==> src/verilog/pam_pkg.sv <==
package pam_pkg;
    // Pin counts per port group
    localparam int P3_PINS = 2;
    localparam int P4_PINS = 3;
    localparam int P5_PINS = 6;
    localparam int NPINS   = P3_PINS + P4_PINS + P5_PINS;

    // Pin positions in the flat pin vector
    localparam int IX_P38 = 0;
    localparam int IX_P39 = 1;
    localparam int IX_P40 = 2;
    localparam int IX_P41 = 3;
    localparam int IX_P42 = 4;
    localparam int IX_P50 = 5;

    // Two-bit function codes {high,low}
    localparam logic [1:0] FC_00 = 2'h0;
    localparam logic [1:0] FC_01 = 2'h1;
    localparam logic [1:0] FC_10 = 2'h2;
    localparam logic [1:0] FC_11 = 2'h3;

    // Reset values of the selection registers
    localparam logic [NPINS-1:0] ALT_RST   = 11'h000;
    localparam logic [NPINS-1:0] FCLO_RST  = 11'h000;
    localparam logic [NPINS-1:0] FCHI_RST  = 11'h000;
    localparam logic [NPINS-1:0] LATCH_RST = 11'h000;
    localparam logic [NPINS-1:0] DIR_RST   = 11'h7ff;
    localparam logic [3:0]       ODR_RST   = 4'h0;

    // Per-pin configuration as seen by the pin cell
    typedef struct packed {
        logic       alt;
        logic [1:0] code;
        logic       latch;
        logic       dir_in;
    } pam_pincfg_t;

    // Peripheral-side outputs that reach the pins
    typedef struct packed {
        logic       uart2_txd;
        logic       i2c0_data_oe;
        logic       i2c0_clock_oe;
        logic       i2c1_data_oe;
        logic       i2c1_clock_oe;
        logic       cserial0_out;
        logic       cserial0_clock_o;
        logic       cserial0_clock_oe;
        logic [3:0] timerq_out;
        logic [5:0] rtout;
        logic       debug_data_out;
        logic       cserial2_out;
        logic       cserial2_clock_o;
        logic       cserial2_clock_oe;
    } pam_periph_out_t;

    // Pin-side inputs delivered to peripherals
    typedef struct packed {
        logic       uart2_rxd;
        logic       i2c0_data_in;
        logic       i2c0_clock_in;
        logic       i2c1_data_in;
        logic       i2c1_clock_in;
        logic       cserial0_in;
        logic       cserial0_clock_in;
        logic [3:0] timerq_in;
        logic [5:0] keyin;
        logic       debug_data_in;
        logic       debug_clock_in;
        logic       debug_mode_select;
        logic       cserial2_in;
        logic       cserial2_clock_in;
    } pam_periph_in_t;
endpackage

==> src/verilog/pam_pin_cell.sv <==
`timescale 1ns/100ps
// One pin: chooses between port mode and an alternate function driver
module pam_pin_cell
(
    // Port-mode settings
    input  wire logic alt,
    input  wire logic latch,
    input  wire logic dir_in,
    // Alternate-function drive
    input  wire logic fn_o,
    input  wire logic fn_oe,
    // Pin
    output logic      pin_o,
    output logic      pin_oe
);
    // Latch and direction have no say once the alternate path is chosen
    always_comb
    begin
        if (alt)
        begin
            pin_o  = fn_o;
            pin_oe = fn_oe;
        end
        else
        begin
            pin_o  = latch;
            pin_oe = ~dir_in;
        end
    end
endmodule

==> src/verilog/pam_port_mux.sv <==
`timescale 1ns/100ps
module pam_port_mux
(
    // Clock and reset
    input  wire logic                         mclk,
    input  wire logic                         rst,
    // Selection register writes
    input  wire logic                         cfg_we,
    input  wire logic [pam_pkg::NPINS-1:0]    alt_select_bit_wr,
    input  wire logic [pam_pkg::NPINS-1:0]    func_code_low_wr,
    input  wire logic [pam_pkg::NPINS-1:0]    func_code_high_wr,
    input  wire logic [pam_pkg::NPINS-1:0]    port_latch_wr,
    input  wire logic [pam_pkg::NPINS-1:0]    port_dir_in_wr,
    input  wire logic [3:0]                   open_drain_wr,
    input  wire logic                         debug_pin_takeover_wr,
    // Selection register readback
    output logic [pam_pkg::NPINS-1:0]         alt_select_bit,
    output logic [pam_pkg::NPINS-1:0]         func_code_low,
    output logic [pam_pkg::NPINS-1:0]         func_code_high,
    output logic [3:0]                        open_drain,
    output logic                              debug_pin_takeover,
    // Peripheral side
    input  wire pam_pkg::pam_periph_out_t     periph_o,
    output pam_pkg::pam_periph_in_t           periph_i,
    // Port-mode read data
    output logic [pam_pkg::NPINS-1:0]         port_read,
    // Pins
    input  wire logic [pam_pkg::NPINS-1:0]    pin_i,
    output logic [pam_pkg::NPINS-1:0]         pin_o,
    output logic [pam_pkg::NPINS-1:0]         pin_oe
);
    logic [pam_pkg::NPINS-1:0] alt_q;
    logic [pam_pkg::NPINS-1:0] fclo_q;
    logic [pam_pkg::NPINS-1:0] fchi_q;
    logic [pam_pkg::NPINS-1:0] latch_q;
    logic [pam_pkg::NPINS-1:0] dir_q;
    logic [3:0]                odr_q;
    logic                      dbg_q;
    logic [pam_pkg::NPINS-1:0] cell_alt;
    logic [pam_pkg::NPINS-1:0] fn_o;
    logic [pam_pkg::NPINS-1:0] fn_oe;

    // Open-drain drive: pull low only, release for a one
    function automatic logic od_oe(input logic od_en, input logic val);
        od_oe = od_en & ~val;
    endfunction

    // Function code of a pin
    function automatic logic [1:0] code_of(input int ix,
                                           input logic [pam_pkg::NPINS-1:0] hi,
                                           input logic [pam_pkg::NPINS-1:0] lo);
        code_of = {hi[ix], lo[ix]};
    endfunction

    // Selection registers, written as a whole by the bus side
    always_ff @(posedge mclk)
    begin
        if (rst)
        begin
            alt_q   <= pam_pkg::ALT_RST;
            fclo_q  <= pam_pkg::FCLO_RST;
            fchi_q  <= pam_pkg::FCHI_RST;
            latch_q <= pam_pkg::LATCH_RST;
            dir_q   <= pam_pkg::DIR_RST;
        end
        else if (cfg_we)
        begin
            alt_q   <= alt_select_bit_wr;
            fclo_q  <= func_code_low_wr;
            fchi_q  <= func_code_high_wr;
            latch_q <= port_latch_wr;
            dir_q   <= port_dir_in_wr;
        end
    end

    // Open-drain and debug takeover bits
    always_ff @(posedge mclk)
    begin
        if (rst)
        begin
            odr_q <= pam_pkg::ODR_RST;
            dbg_q <= 1'b0;
        end
        else if (cfg_we)
        begin
            odr_q <= open_drain_wr;
            dbg_q <= debug_pin_takeover_wr;
        end
    end

    assign alt_select_bit     = alt_q;
    assign func_code_low      = fclo_q;
    assign func_code_high     = fchi_q;
    assign open_drain         = odr_q;
    assign debug_pin_takeover = dbg_q;

    // Debug pins act as alternate pins whatever alt select says
    always_comb
    begin
        cell_alt = alt_q;
        if (dbg_q)
        begin
            cell_alt[pam_pkg::IX_P50+2] = 1'b1;
            cell_alt[pam_pkg::IX_P50+3] = 1'b1;
            cell_alt[pam_pkg::IX_P50+4] = 1'b1;
            cell_alt[pam_pkg::IX_P50+5] = 1'b1;
        end
    end

    // Output side selection per pin
    always_comb
    begin
        logic [1:0] c;
        c     = 2'h0;
        fn_o  = '0;
        fn_oe = '0;
        // I2C needs open drain; with it clear the pin stays released
        if (fclo_q[pam_pkg::IX_P38] == 1'b0)
        begin
            fn_o[pam_pkg::IX_P38]  = periph_o.uart2_txd;
            fn_oe[pam_pkg::IX_P38] = 1'b1;
        end
        else
        begin
            fn_oe[pam_pkg::IX_P38] = od_oe(odr_q[0], ~periph_o.i2c0_data_oe);
        end
        if (fclo_q[pam_pkg::IX_P39] == 1'b1)
        begin
            fn_oe[pam_pkg::IX_P39] = od_oe(odr_q[1], ~periph_o.i2c0_clock_oe);
        end
        if (fclo_q[pam_pkg::IX_P40] == 1'b1)
        begin
            fn_oe[pam_pkg::IX_P40] = od_oe(odr_q[2], ~periph_o.i2c1_data_oe);
        end
        if (fclo_q[pam_pkg::IX_P41] == 1'b0)
        begin
            fn_o[pam_pkg::IX_P41]  = periph_o.cserial0_out;
            fn_oe[pam_pkg::IX_P41] = 1'b1;
        end
        else
        begin
            fn_oe[pam_pkg::IX_P41] = od_oe(odr_q[3], ~periph_o.i2c1_clock_oe);
        end
        fn_o[pam_pkg::IX_P42]  = periph_o.cserial0_clock_o;
        fn_oe[pam_pkg::IX_P42] = periph_o.cserial0_clock_oe;
        // Port 5 bits 0..2: timer output and real-time output
        for (int k = 0; k < 3; k++)
        begin
            c = code_of(pam_pkg::IX_P50 + k, fchi_q, fclo_q);
            // Debug data input on P5.2 must stay released whatever its code says
            if (dbg_q && k == 2)
            begin
                fn_oe[pam_pkg::IX_P50+k] = 1'b0;
            end
            else if (c == pam_pkg::FC_10)
            begin
                fn_o[pam_pkg::IX_P50+k]  = periph_o.timerq_out[k+1];
                fn_oe[pam_pkg::IX_P50+k] = 1'b1;
            end
            else if (c == pam_pkg::FC_11)
            begin
                fn_o[pam_pkg::IX_P50+k]  = periph_o.rtout[k];
                fn_oe[pam_pkg::IX_P50+k] = 1'b1;
            end
        end
        c = code_of(pam_pkg::IX_P50 + 3, fchi_q, fclo_q);
        if (dbg_q)
        begin
            fn_o[pam_pkg::IX_P50+3]  = periph_o.debug_data_out;
            fn_oe[pam_pkg::IX_P50+3] = 1'b1;
        end
        else if (c == pam_pkg::FC_10)
        begin
            fn_o[pam_pkg::IX_P50+3]  = periph_o.timerq_out[0];
            fn_oe[pam_pkg::IX_P50+3] = 1'b1;
        end
        else if (c == pam_pkg::FC_11)
        begin
            fn_o[pam_pkg::IX_P50+3]  = periph_o.rtout[3];
            fn_oe[pam_pkg::IX_P50+3] = 1'b1;
        end
        c = code_of(pam_pkg::IX_P50 + 4, fchi_q, fclo_q);
        if (!dbg_q && c == pam_pkg::FC_00)
        begin
            fn_o[pam_pkg::IX_P50+4]  = periph_o.cserial2_out;
            fn_oe[pam_pkg::IX_P50+4] = 1'b1;
        end
        else if (!dbg_q && c == pam_pkg::FC_11)
        begin
            fn_o[pam_pkg::IX_P50+4]  = periph_o.rtout[4];
            fn_oe[pam_pkg::IX_P50+4] = 1'b1;
        end
        c = code_of(pam_pkg::IX_P50 + 5, fchi_q, fclo_q);
        if (!dbg_q && c == pam_pkg::FC_00)
        begin
            fn_o[pam_pkg::IX_P50+5]  = periph_o.cserial2_clock_o;
            fn_oe[pam_pkg::IX_P50+5] = periph_o.cserial2_clock_oe;
        end
        else if (!dbg_q && c == pam_pkg::FC_11)
        begin
            fn_o[pam_pkg::IX_P50+5]  = periph_o.rtout[5];
            fn_oe[pam_pkg::IX_P50+5] = 1'b1;
        end
    end

    // Pin cells; alt clear keeps the ordinary port path, except on P5.2 to P5.5 under debug takeover
    for (genvar g = 0; g < pam_pkg::NPINS; g++)
    begin : g_cell
        pam_pin_cell u_cell
        (
            .alt    (cell_alt[g]),
            .latch  (latch_q[g]),
            .dir_in (dir_q[g]),
            .fn_o   (fn_o[g]),
            .fn_oe  (fn_oe[g]),
            .pin_o  (pin_o[g]),
            .pin_oe (pin_oe[g])
        );
    end

    // Port read shows the pin level in input mode, the latch otherwise
    assign port_read = (pin_i & dir_q) | (latch_q & ~dir_q);

    // Input routing: unselected inputs idle high so serial lines see mark
    always_comb
    begin
        logic [1:0] c;
        c        = 2'h0;
        periph_i = '1;
        if (alt_q[pam_pkg::IX_P39] && !fclo_q[pam_pkg::IX_P39])
            periph_i.uart2_rxd = pin_i[pam_pkg::IX_P39];
        if (alt_q[pam_pkg::IX_P38] && fclo_q[pam_pkg::IX_P38])
            periph_i.i2c0_data_in = pin_i[pam_pkg::IX_P38];
        if (alt_q[pam_pkg::IX_P39] && fclo_q[pam_pkg::IX_P39])
            periph_i.i2c0_clock_in = pin_i[pam_pkg::IX_P39];
        if (alt_q[pam_pkg::IX_P40] && !fclo_q[pam_pkg::IX_P40])
            periph_i.cserial0_in = pin_i[pam_pkg::IX_P40];
        if (alt_q[pam_pkg::IX_P40] && fclo_q[pam_pkg::IX_P40])
            periph_i.i2c1_data_in = pin_i[pam_pkg::IX_P40];
        if (alt_q[pam_pkg::IX_P41] && fclo_q[pam_pkg::IX_P41])
            periph_i.i2c1_clock_in = pin_i[pam_pkg::IX_P41];
        if (alt_q[pam_pkg::IX_P42])
            periph_i.cserial0_clock_in = pin_i[pam_pkg::IX_P42];
        // Timer input and key input share a pin; software keeps one idle
        for (int k = 0; k < 4; k++)
        begin
            c = code_of(pam_pkg::IX_P50 + k, fchi_q, fclo_q);
            if (alt_q[pam_pkg::IX_P50+k] && c == pam_pkg::FC_01 && !(dbg_q && k >= 2))
            begin
                periph_i.timerq_in[(k+1)%4] = pin_i[pam_pkg::IX_P50+k];
                periph_i.keyin[k] = pin_i[pam_pkg::IX_P50+k];
            end
        end
        for (int k = 4; k < 6; k++)
        begin
            c = code_of(pam_pkg::IX_P50 + k, fchi_q, fclo_q);
            if (alt_q[pam_pkg::IX_P50+k] && !dbg_q && c == pam_pkg::FC_01)
                periph_i.keyin[k] = pin_i[pam_pkg::IX_P50+k];
        end
        c = code_of(pam_pkg::IX_P50 + 3, fchi_q, fclo_q);
        if (alt_q[pam_pkg::IX_P50+3] && !dbg_q && c == pam_pkg::FC_00)
            periph_i.cserial2_in = pin_i[pam_pkg::IX_P50+3];
        c = code_of(pam_pkg::IX_P50 + 5, fchi_q, fclo_q);
        if (alt_q[pam_pkg::IX_P50+5] && !dbg_q && c == pam_pkg::FC_00)
            periph_i.cserial2_clock_in = pin_i[pam_pkg::IX_P50+5];
        if (dbg_q)
        begin
            periph_i.debug_data_in     = pin_i[pam_pkg::IX_P50+2];
            periph_i.debug_clock_in    = pin_i[pam_pkg::IX_P50+4];
            periph_i.debug_mode_select = pin_i[pam_pkg::IX_P50+5];
        end
    end
endmodule

==> config.mk <==
export PLATFORM = sky130hd
export DESIGN_NAME = pam_port_mux
export DESIGN_NICKNAME = d
export VERILOG_FILES = /design/src/verilog/pam_pkg.sv /design/src/verilog/pam_pin_cell.sv /design/src/verilog/pam_port_mux.sv
export SDC_FILE = /design/constraint.sdc
export NUM_CORES = 1
export LEC_CHECK = 0
export ABC_AREA = 1
export ABC_CLOCK_PERIOD_IN_PS = 1200
export BUFFER_PORTS_ARGS = -buffer_cell sky130_fd_sc_hd__buf_2
export CAP_MARGIN = 20
export CORE_MARGIN = 1
export CORE_UTILIZATION = 43
export DETAILED_ROUTE_END_ITERATION = 8
export PLACE_DENSITY = 0.9
export SLEW_MARGIN = 20
export SYNTH_ARGS = -nofsm -noshare
export SYNTH_HDL_FRONTEND = slang
export SYNTH_SLANG_ARGS = --single-unit
==> constraint.sdc <==
create_clock -name mclk -period 1.2 [get_ports mclk]
set_clock_uncertainty 0.1 [all_clocks]
set_input_delay 0.06 -clock mclk [delete_from_list [all_inputs] [get_ports mclk]]
set_output_delay 0.06 -clock mclk [all_outputs]
set_load 0.02 [all_outputs]
Word level (Yosys, flattened, before mapping)
Index checks and enable logic that the tools add are counted.
Word-level totals
  output and inout bits: 93
  flip-flop bits (word level): 60
  input bits: 96
  logic and storage cells: 144
Operators by class
  bitwise gates (word level): 19
  mux-type cells: 73
  eq/ne operators: 16
  reduce and logical (&&, ||, !) cells: 29
Operators by type and width (number)
  2-to-1 mux 1 bit: 71
  logical AND 1 bit: 23
  bitwise AND 11 bit: 2
  == test 2 bit (second input constant): 10
  == test 2 x 1 -> 1 bit (second input constant): 6
  NOT 1 bit: 11
  NOT 11 bit: 1
  bitwise OR 11 bit: 1
  zero test 2 bit: 3
  bitwise AND 1 bit: 4
  2-to-1 mux 4 bit: 1
  zero test 1 bit: 3
  2-to-1 mux 3 bit: 1

Logic depth before layout (Yosys ltp)
Gate-level depths: netlist of run 1.
  word-level depth: 5
  mapped depth: 7
  gate-level depth less buffers: 5

Hierarchy
From an unflattened synthesis of run 1, not the netlist that was laid out.
Unflattened totals
  cells, all modules: 459
  area total of the unflattened synthesis: 2992.9 um^2
Modules (own cells, without submodules)
  pam_port_mux: cells each 393, seq. area each 1201.2 um^2, instances 1, area each 2731.4 um^2
  pam_pin_cell: cells each 6, seq. area each 0.0 um^2, instances 11, area each 23.8 um^2

Worst setup path after synthesis of run 1
OpenSTA, ideal clock, no wires.
  path type: register to output
  start point: register dbg_q, in the netlist debug_pin_takeover
  end point: output port periph_i[11] (netlist name)
  path slack: -0.219 ns
  path buffers: 2
  arrival time: 1.259 ns
  required time: 1.040 ns
  cell stages (with the launch flop): 5
  cells stage by stage: dfxtp_1 > buf_6 > nor2_1 > nand4_1 > buf_4
RTL lines
  start: declaration: RTL line pam_port_mux.sv:38  | logic dbg_q;
  start signal: assignment: RTL line pam_port_mux.sv:87  | dbg_q <= debug_pin_takeover_wr;
  end: declaration: RTL line pam_port_mux.sv:24  | output pam_pkg::pam_periph_in_t periph_i,

Worst setup path in the final report of run 1
  start point: register fclo_q, in the netlist func_code_low[10]
  end point: output port pin_oe[10] (netlist name)
Between the ends
  word-level cells in the longest chain between the ends: 5
  elaborated cells between the ends (all ways): 7
  classes of those cells: eq/ne: 1; mux: 3; reduce/logical: 3
RTL lines
  start: declaration: RTL line pam_port_mux.sv:33  | logic [pam_pkg::NPINS-1:0] fclo_q;
  start signal: assignment: RTL line pam_port_mux.sv:61  | fclo_q <= pam_pkg::FCLO_RST;
  start signal: assignment: RTL line pam_port_mux.sv:69  | fclo_q <= func_code_low_wr;
  == test 2 bit: RTL line pam_port_mux.sv:199  | else if (!dbg_q && c == pam_pkg::FC_11)
  logical AND 1 bit: RTL line pam_port_mux.sv:199
  2-to-1 mux 1 bit: RTL line pam_port_mux.sv:199
  2-to-1 mux 1 bit *: RTL line pam_port_mux.sv:194  | if (!dbg_q && c == pam_pkg::FC_00)
  2-to-1 mux 1 bit *: RTL line pam_pin_cell.sv:19  | if (alt)
  end: declaration: RTL line pam_port_mux.sv:30  | output logic [pam_pkg::NPINS-1:0] pin_oe
Mark *: on every way between the ends. The rest lies on a longest branch, timed or not.

==> impl_metrics.py, run 1 <==
metrics = {
    "global_routing": {
        "grt_pass1_wl_um": 18220,
        "grt_overflow_total": 0,
        "grt_pass1_vias": 3870,
        "grt_usage_pct": 31.99,
        "grt_max_degree": 42,
        "antenna_found_initial": 0,
    },
    "clocking": {
        "root_buffer": "clkbuf_8",
        "cts_sinks": 60,
        "cts_buffers": 9,
        "cts_tree": "yes",
        "ctsHtreeMaxLevel": 3,
        "path_clk_slew_ns": 0.07,
        "cts_buffer_depth": 2,
        "clk_latency_ns": 0.33,
    },
    "routing": {
        "drtAntennaViolNets": 0,
        "first_iter_violations": 277,
        "drc": 14,
        "wl_per_cell_um": 17.68,
        "firstDrtPassIters": 9,
        "drt_wl_total_um": 13080,
        "via_count": 4109,
        "post_drt_via_cell_ratio": 5.553,
    },
    "worst_setup_path": {
        "worstPathArrival_ns": 1.47,
        "r2r_slack_ns": -0.06,
        "critPathBufInv": 1,
        "worstSetupEndpointType": "output port",
        "crit_path_max_incr_delay_ns": 0.39,
        "path_delay_family": "flip-flops",
        "critPathSlowestCell": "dfxtp_4",
        "cp-start-kind": "flip-flop",
        "cp_cell_sequence": "nand2_1 > nor2_1 > nor2_1 > a21boi_0 > buf_2",
        "worstSetupPathType": "flip-flop to output port",
        "required_ns": 1.04,
        "cp_common_cell": "nor2_1",
        "crit_fanout": 6,
    },
    "sta": {
        "setup_viol_count_final": 34,
        "worst_slew_pin_slew_ns": 0.2856,
        "slew_headroom_pct": 80.96,
        "rsz0062_at_grt": "yes",
        "timing_hold_violations_final": 0,
        "fin_crit_ns": 1.631,
        "drv_slew": 0,
        "fmax_mhz": 613.2,
        "timing.final.ws_setup_ns": -0.4307,
        "period_share_pct": 135.9,
    },
    "floorplan": {
        "start_util_pct": 45.41,
        "ios": 189,
        "die_x_um": 84.82,
        "fp.dieArea_um2": 7194,
        "coreArea_um2": 6495,
        "fp.dieH_um": 84.82,
        "rows": 29,
    },
    "logic_synthesis": {
        "syn_avg_cell_area_um2": 6.939,
        "synth_fa_ha_area_share_pct": 0,
        "ys_seq_elements": 60,
        "yosys.area_share.simple_pct": 24.52,
        "ys_types": 21,
        "synth_top_family_by_area": "simple AND/OR/NAND/NOR gates",
        "yosys.area_share.xor_xnor_pct": 0,
        "ys_seq_area_share_pct": 40.73,
        "syn_nets": 521,
        "ys.warnings.count": 0,
        "syn_inst": 425,
        "syn_area_um2": 2949,
        "muxShareOfSynthArea_pct": 0.3394,
        "synth_compound_area_share_pct": 17.73,
    },
    "cells_and_area": {
        "n_antenna_cell": 0,
        "areaGrowthSynthToFinish_pct": 78.40,
        "final_nets": 755,
        "final_layout_size_suffix_gt1_share_pct": 49.32,
        "final_cells": 740,
        "n_fill_cell": 369,
    },
    "power_and_ir_drop": {
        "total_power_mw": 5.745,
        "p_leak_nw": 2.536,
        "irDropWorstVdd_uv": 674.1,
        "power_density_nw_per_um2": 1092,
    },
    "job": {
        "drv_cap": 0,
    },
    "status": {
        "violations": "design-rule violations, negative setup slack",
        "run_status": "complete, but fails checks",
    },
    "placed_design": {
        "port_buffers": 188,
        "place.gp.congestion": 0.8420,
        "dp.cells": 646,
        "dp_hpwl_um": 6227,
        "place_ws_ns": -0.05770,
    },
    "worst_hold_path": {
        "min_path_type": "input port to flip-flop",
    },
}
## cells in the mapped netlist
master	number	share of area, %
a21boi_0	1	0.25
mux2i_1	1	0.34
inv_1	31	3.9
a21oi_1	27	4.6
clkbuf_1	2	0.25
nand3b_1	3	0.76
a22oi_1	2	0.51
inv_2	2	0.25
clkbuf_2	1	0.17
nor3_1	2	0.34
buf_2	11	1.9
o21ai_0	58	9.8
o21ai_1	15	2.5
buf_6	2	0.76
or2_2	1	0.21
nand2_1	62	7.9
nand4_1	7	1.5
buf_4	37	9.4
dfxtp_1	60	41
nand3_1	26	4.4
nor2_1	74	9.4
## cells by family after synthesis
family / Yosys count
and+or+nand+nor: 175
muxes: 1
AOI/OAI and AO/OA: 103
buffers and inverters: 86
DFF: 60
## path summary, 6_finish.rpt
kind | from | endpoint | cells after the start
hold reg to reg | latch_q[4]$_SDFFE_PP0P_ | latch_q[4]$_SDFFE_PP0P_ | 2
setup / recovery | func_code_low[10]$_SDFFE_PP0P_ | pin_oe[10] | 5
hold / removal | rst | dir_q[4]$_SDFFE_PP1P_ | 4
setup reg to reg | debug_pin_takeover$_SDFFE_PP0P_ | debug_pin_takeover$_SDFFE_PP0P_ | 3
## stage by stage
stage          hold WS, ns  utilization (%)  TNS [ns]  cell area (um^2)
2_1_floorplan      0.08633                -  -0.07176              2970
3_3_place_gp        0.1724            58.04  -0.02448              3770
3_5_place_dp        0.1794            58.04  -0.08501              3770
4_1_cts            0.02332            75.42    -4.714              4898
5_1_grt            0.05528            81.01    -7.814              5261
6_report           0.03967            81.01    -6.478              5261
## timing repair
action,in CTS,in global routing
hold endpoints to repair,60,0
buffers inserted,13,6
gates cloned,1,0
endpoints found under the setup margin,37,51
hold buffers,60,0
pin swaps,13,16
gates resized for setup,107,117
## power breakdown
| group | total [mW] | leakage (nW) | internal, mW | switching, mW |
|---|---|---|---|---|
| Sequential | 2.31 | 0.510 | 2.14 | 0.168 |
| Clock | 1.75 | 0.0935 | 1.00 | 0.746 |
| Combinational | 1.69 | 1.93 | 0.770 | 0.916 |
| Total | 5.74 | 2.54 | 3.91 | 1.83 |
## tightest hold or removal path, cell delays in order
cell and delay, ns:
buf_2 0.08, inv_2 0.05, buf_12 0.15, nand3_1 0.08
## sequential cells by signal, indices dropped and copies added, names as in the netlist
name and cells:
func_code_high 11, open_drain 4, debug_pin_takeover 1, func_code_low 11
latch_q 11, dir_q 11, alt_select_bit 11
## cells in the final DEF (no fill, tap or decap), types with 6 or more instances in the layout
master,netlist,layout
o21ai_2,0,13
a21oi_1,27,23
nand2_1,62,53
nand2_2,0,8
clkbuf_8,0,10
buf_4,37,26
dlygate4sd3_1,0,60
inv_1,31,24
dfxtp_4,0,15
nand3_2,0,6
o21ai_0,58,35
nand3_1,26,18
inv_2,2,8
o21ai_1,15,25
nor2_1,74,62
nand4_1,7,7
dfxtp_1,60,20
nor2_4,0,8
dfxtp_2,0,25
buf_6,2,40
buf_2,11,144
## per-layer routing
metal	wire, um	GRT usage [%]
met1	4472	33.76
met2	6628	59.20
met3	1094	7.490
met5	0	0
met4	887	16.64
## area by class of cell
| type | instances | area (um^2) | area share (%) |
|---|---|---|---|
| Clock buffer | 13 | 148.9 | 2.830 |
| Clock inverter | 2 | 35.03 | 0.6659 |
| Inverter | 33 | 127.6 | 2.426 |
| Multi-Input combinational cell | 279 | 1490 | 28.32 |
| Sequential cell | 60 | 1289 | 24.49 |
| Tap cell | 77 | 96.34 | 1.831 |
| Timing Repair Buffer | 275 | 2067 | 39.29 |
| Timing Repair inverter | 1 | 7.507 | 0.1427 |
Power figures use the tool's default switching activity.
==> inputs of run 2 (changes only) <==
Settings changed: PLACE_DENSITY 0.9 to 0.91.
==> run 2 against run 1 <==
Total power fell by 2.3%. Maximum frequency rose by 3.0%. Routed wire length rose by 1.9%. Critical path type unchanged. Global-route usage fell by 1.2 points. Count of clock-buffer cells in the layout rose by 1. Non-clock buffer count rose by 1. The flow still finishes with violations (design-rule violations, negative setup slack). First-iteration DRC count rose by 2.2%. Critical endpoint is now pin_o[10]. Largest cell class unchanged.
==> impl_metrics.py, run 2 (synthesis results as in run 1) <==
metrics = {
    "worst_setup_path": {
        "path_delay_family": "flip-flops",
        "r2r-start": "debug_pin_takeover$_SDFFE_PP0P_",
        "crit_fanout": 7,
        "required_ns": 1.04,
        "cp-start-kind": "flip-flop",
        "critPathSlowestCell": "dfxtp_4",
        "cp_cell_sequence": "clkinvlp_4 > nand4_1 > nand2_1 > nand2_1 > nand2_1 > buf_6",
        "worstSetupEndpointType": "output port",
        "cp_common_cell": "nand2_1",
        "worstSetupPathType": "flip-flop to output port",
        "startpoint": "debug_pin_takeover$_SDFFE_PP0P_",
        "crit_path_max_incr_delay_ns": 0.42,
        "worstPathArrival_ns": 1.42,
        "critPathBufInv": 2,
    },
    "routing": {
        "first_iter_violations": 283,
        "drc": 15,
        "drt_wl_total_um": 13330,
        "via_count": 4100,
        "firstDrtPassIters": 8,
        "wl_per_cell_um": 17.96,
        "post_drt_via_cell_ratio": 5.526,
        "drtAntennaViolNets": 0,
    },
    "cells_and_area": {
        "final_cell_mix": "buf_2 (137), nor2_1 (60), dlygate4sd3_1 (60)",
        "final_nets": 756,
        "final_core_utilization_pct": 81.18,
        "areaGrowthSynthToFinish_pct": 78.79,
        "final_common_cell": "buf_2",
        "final_layout_size_suffix_gt1_share_pct": 49.62,
        "final_cells": 742,
        "n_antenna_cell": 0,
    },
    "global_routing": {
        "grt_overflow_total": 0,
        "grt_pass1_vias": 3699,
        "grt_pass1_wl_um": 17370,
        "grt_usage_pct": 30.81,
        "grt_max_degree": 58,
        "antenna_found_initial": 0,
    },
    "clocking": {
        "ctsHtreeMaxLevel": 3,
        "cts_buffers": 9,
        "root_buffer": "clkbuf_8",
        "path_clk_slew_ns": 0.06,
        "cts_buffer_depth": 2,
        "clk_latency_ns": 0.33,
        "cts_sinks": 60,
        "cts_tree": "yes",
    },
    "placed_design": {
        "place.gp.congestion": 0.8648,
        "port_buffers": 188,
        "dp_hpwl_um": 6230,
        "dp.cells": 646,
    },
    "sta": {
        "fmax_mhz": 631.4,
        "fin_crit_ns": 1.584,
        "timing_hold_violations_final": 0,
        "setup_tns_ns": -5.839,
        "worst_slew_pin_slew_ns": 0.2988,
        "timing.final.ws_setup_ns": -0.3838,
        "rsz0062_at_grt": "yes",
        "hold_ws_ns": 0.04397,
        "setup_viol_count_final": 33,
        "period_share_pct": 132.0,
        "slew_headroom_pct": 79.87,
        "drv_slew": 0,
    },
    "floorplan": {
        "rows": 29,
        "fp.dieArea_um2": 7194,
        "fp.dieH_um": 84.82,
        "die_x_um": 84.82,
        "coreArea_um2": 6495,
        "start_util_pct": 45.41,
        "ios": 189,
    },
    "power_and_ir_drop": {
        "switchingPower_mw": 1.836,
        "switching_share_pct": 32.73,
        "pwr-share-seq_pct": 41.2,
        "pwr-share-comb_pct": 30.3,
        "power_density_nw_per_um2": 1064,
        "intPower_mw": 3.774,
        "p_leak_nw": 2.563,
        "pwr-share-clk_pct": 28.5,
        "irDropWorstVdd_uv": 674.5,
    },
    "job": {
        "drv_cap": 0,
    },
    "status": {
        "violations": "design-rule violations, negative setup slack",
        "run_status": "complete, but fails checks",
    },
    "worst_hold_path": {
        "hold_start": "rst",
        "min_path_type": "input port to flip-flop",
    },
}
-- run 2: changes by cell type in the layout (fill, tap and decap cells not counted), sizes merged --
cell    previous run  this run
clkinv             1         2
buf              215       216
bufinv             1         0
clkbuf            13        14
-- run 2: what timing repair did --
item | 4_1_cts | 5_1_grt
hold buffers | 60 | 0
pin swaps | 16 | 20
buffers inserted | 11 | 8
setup endpoints to repair | 41 | 52
gates cloned | 1 | 0
resized for setup | 104 | 132
endpoints found under the hold margin | 60 | 0
-- run 2: worst paths after layout --
path / end / depth (start not counted) / slack (ns)
hold reg to reg: func_code_high[3]$_SDFFE_PP0P_ / 2 / 0.39
hold / removal: dir_q[3]$_SDFFE_PP1P_ / 4 / 0.04
setup / recovery: pin_o[10] / 6 / -0.38
setup reg to reg: debug_pin_takeover$_SDFFE_PP0P_ / 3 / 0.16
-- run 2: power by group through the flow --
stage	sequential, mW	clock [mW]	combinational (mW)
after floorplan	2.36	0	0.719
after global placement	2.29	0	1.11
after detailed placement	2.30	0	1.14
after CTS	2.27	1.64	1.42
after global routing	2.33	1.73	1.80
final	2.31	1.60	1.70
-- run 2: final cells by class --
type                       instances  area, um^2
clock buffer                      14       162.7
clock inverter                     2       10.01
fill                             362        1222
inverter                          33       127.6
multi-input combinational        279        1498
sequential                        60        1295
tap                               77       96.34
timing repair buffer             276        2076
timing repair inverter             1       7.507
-- run 2: worst reg2reg max path, cell delays in order (launching register included) --
cell	delay, ns
dfxtp_4	0.42
clkinvlp_4	0.16
buf_4	0.15
a21oi_1	0.13
-- run 2: layer usage --
layer	track usage, %	share of wire (%)	vias up
met5	0	0	-
met4	18.80	6.1	0
met3	7.685	8.8	97
met2	58.02	51	323
met1	30.29	34	1854
li1	-	-	1826
-- run 2: per-stage QoR --
step | area (um^2) | total power, mW | setup WS, ns
2_1_floorplan | 2970 | 3.081 | -0.07176
3_3_place_gp | 3757 | 3.404 | 0.02519
3_5_place_dp | 3757 | 3.438 | -0.02836
4_1_cts | 4858 | 5.322 | -0.2872
5_1_grt | 5273 | 5.853 | -0.5111
6_report | 5273 | 5.610 | -0.3838
==> inputs of run 3 (changes only) <==
Settings changed: CORE_UTILIZATION 43 to 40, PLACE_DENSITY 0.91 to 0.86.
==> run 3 against run 2 <==
The run ends with negative setup slack left. Register-to-register slack lost 0.10 ns. Count of clock-buffer cells in the layout shrank 1. Global-route usage shrank 3.4 points. Largest power group unchanged.
==> impl_metrics.py, run 3 (synthesis results as in run 1) <==
metrics = {
    "status": {
        "run_status": "complete, but fails checks",
        "violations": "negative setup slack",
    },
    "clocking": {
        "cts_tree": "yes",
        "root_buffer": "clkbuf_8",
        "path_clk_slew_ns": 0.07,
        "clk_latency_ns": 0.32,
        "ctsHtreeMaxLevel": 3,
        "cts_sinks": 60,
        "cts_buffers": 9,
        "cts_buffer_depth": 2,
    },
    "floorplan": {
        "start_util_pct": 42.47,
        "fp.dieArea_um2": 7720,
        "ios": 189,
        "coreArea_um2": 6944,
        "fp.dieH_um": 87.87,
        "die_x_um": 87.87,
        "rows": 30,
    },
    "worst_setup_path": {
        "cp-start-kind": "flip-flop",
        "ff2ff_path_depth": 4,
        "crit_fanout": 5,
        "crit_path_max_incr_delay_ns": 0.36,
        "cp_cell_sequence": "buf_4 > buf_4 > nor2_4 > nand4_1 > buf_2",
        "cp_common_cell": "buf_4",
        "reg2reg_to": "debug_pin_takeover$_SDFFE_PP0P_",
        "critPathSlowestCell": "dfxtp_4",
        "worstPathArrival_ns": 1.43,
        "r2r_slack_ns": 0.06,
        "worstSetupPathType": "flip-flop to output port",
        "required_ns": 1.04,
        "worstSetupEndpointType": "output port",
        "r2r-start": "debug_pin_takeover$_SDFFE_PP0P_",
    },
    "placed_design": {
        "place.gp.congestion": 0.8604,
        "dp_hpwl_um": 6036,
        "place_ws_ns": -0.1261,
        "port_buffers": 188,
    },
    "cells_and_area": {
        "final_layout_size_suffix_gt1_share_pct": 48.11,
        "final_core_utilization_pct": 74.77,
        "multiInputGateArea_um2": 1458,
        "final_cell_mix": "buf_2 (143), nor2_1 (64), dlygate4sd3_1 (60)",
        "final_nets": 753,
        "seqCellArea_um2": 1280,
        "final_common_cell": "buf_2",
        "n_antenna_cell": 0,
        "n_fill_cell": 480,
        "areaGrowthSynthToFinish_pct": 76.07,
    },
    "worst_hold_path": {
        "worst_hold_path.endpoint": "dir_q[9]$_SDFFE_PP1P_",
        "min_path_type": "input port to flip-flop",
        "hold_start": "rst",
        "min_path_cells": 4,
    },
    "power_and_ir_drop": {
        "power_density_nw_per_um2": 1060,
        "switchingPower_mw": 1.759,
        "pwr-share-comb_pct": 29.4,
        "intPower_mw": 3.745,
        "irDropWorstVdd_uv": 685.4,
        "pwr-share-clk_pct": 28.8,
        "switching_share_pct": 31.96,
        "total_power_mw": 5.504,
        "p_leak_nw": 2.510,
        "pwr-share-seq_pct": 41.7,
    },
    "routing": {
        "drt_wl_total_um": 11640,
        "first_iter_violations": 115,
        "firstDrtPassIters": 5,
        "via_count": 3871,
        "drtAntennaViolNets": 0,
        "drc": 0,
        "wl_per_cell_um": 15.38,
        "post_drt_via_cell_ratio": 5.114,
    },
    "sta": {
        "period_share_pct": 132.2,
        "rsz0062_at_grt": "yes",
        "drv_slew": 0,
        "timing_hold_violations_final": 0,
        "setup_viol_count_final": 30,
        "hold_ws_ns": 0.03484,
        "fin_crit_ns": 1.587,
        "slew_headroom_pct": 79.08,
        "fmax_mhz": 630.2,
        "worst_slew_pin_slew_ns": 0.3105,
        "timing.final.ws_setup_ns": -0.3869,
    },
    "global_routing": {
        "antenna_found_initial": 0,
        "grt_overflow_total": 0,
        "grt_usage_pct": 27.37,
        "grt_max_degree": 45,
        "grt_pass1_wl_um": 16190,
        "grt_pass1_vias": 3688,
    },
    "job": {
        "drv_cap": 0,
    },
}
run 3: power groups by stage:
stage	clock (mW)	combinational [mW]	sequential (mW)
final	1.59	1.62	2.30
after global routing	1.73	1.73	2.31
after CTS	1.62	1.42	2.26
after detailed placement	0	1.13	2.30
after global placement	0	1.10	2.29
after floorplan	0	0.719	2.36
run 3: cell type report:
cell class,count,share of cell area (%)
timing repair inverter,1,0.1446
clock inverter,2,0.1928
sequential,60,24.65
tap,96,2.313
multi-input combinational,279,28.07
timing repair buffer,273,39.11
inverter,33,2.458
clock buffer,13,3.060
run 3: worst max-delay path, delay by kind of cell, from the launching register on:
kind          cells  cell delay (ns)
flops             1             0.36
buf+inv           3             0.49
simple gates      2             0.26
run 3: repair_timing:
action	CTS	global route
hold buffers	60	0
endpoints found under the hold margin	60	0
pin swaps	9	18
buffers inserted	16	2
cloned	1	0
endpoints found under the setup margin	39	50
gates resized for setup	90	119
run 3: worst max-delay path by stage:
stage	from	end	slack (ns)	depth (start not counted)
2_1_floorplan	debug_pin_takeover$_SDFFE_PP0P_	periph_i[11]	-0.07	4
3_3_place_gp	debug_pin_takeover$_SDFFE_PP0P_	pin_oe[9]	-0.06	6
3_5_place_dp	debug_pin_takeover$_SDFFE_PP0P_	pin_oe[10]	-0.13	4
4_1_cts	debug_pin_takeover$_SDFFE_PP0P_	pin_oe[9]	-0.35	7
5_1_grt	debug_pin_takeover$_SDFFE_PP0P_	periph_i[8]	-0.45	5
6_report	debug_pin_takeover$_SDFFE_PP0P_	periph_i[8]	-0.39	5
run 3: metal layers:
| metal | up-vias | global-route usage (%) | part of all wire (%) |
|---|---|---|---|
| li1 | 1824 | - | - |
| met1 | 1767 | 25.32 | 36 |
| met5 | - | 0 | 0 |
| met4 | 0 | 18.78 | 5.5 |
| met3 | 65 | 6.975 | 6.6 |
| met2 | 215 | 52.15 | 52 |
run 3: per-stage QoR:
step / setup TNS, ns / instances / cell area, um^2
6_report: -5.641 / 757 / 5192
4_1_cts: -5.228 / 755 / 4836
2_1_floorplan: -0.07176 / 425 / 2970
5_1_grt: -7.699 / 757 / 5192
3_5_place_dp: -0.5790 / 663 / 3766
3_3_place_gp: -0.2294 / 663 / 3766
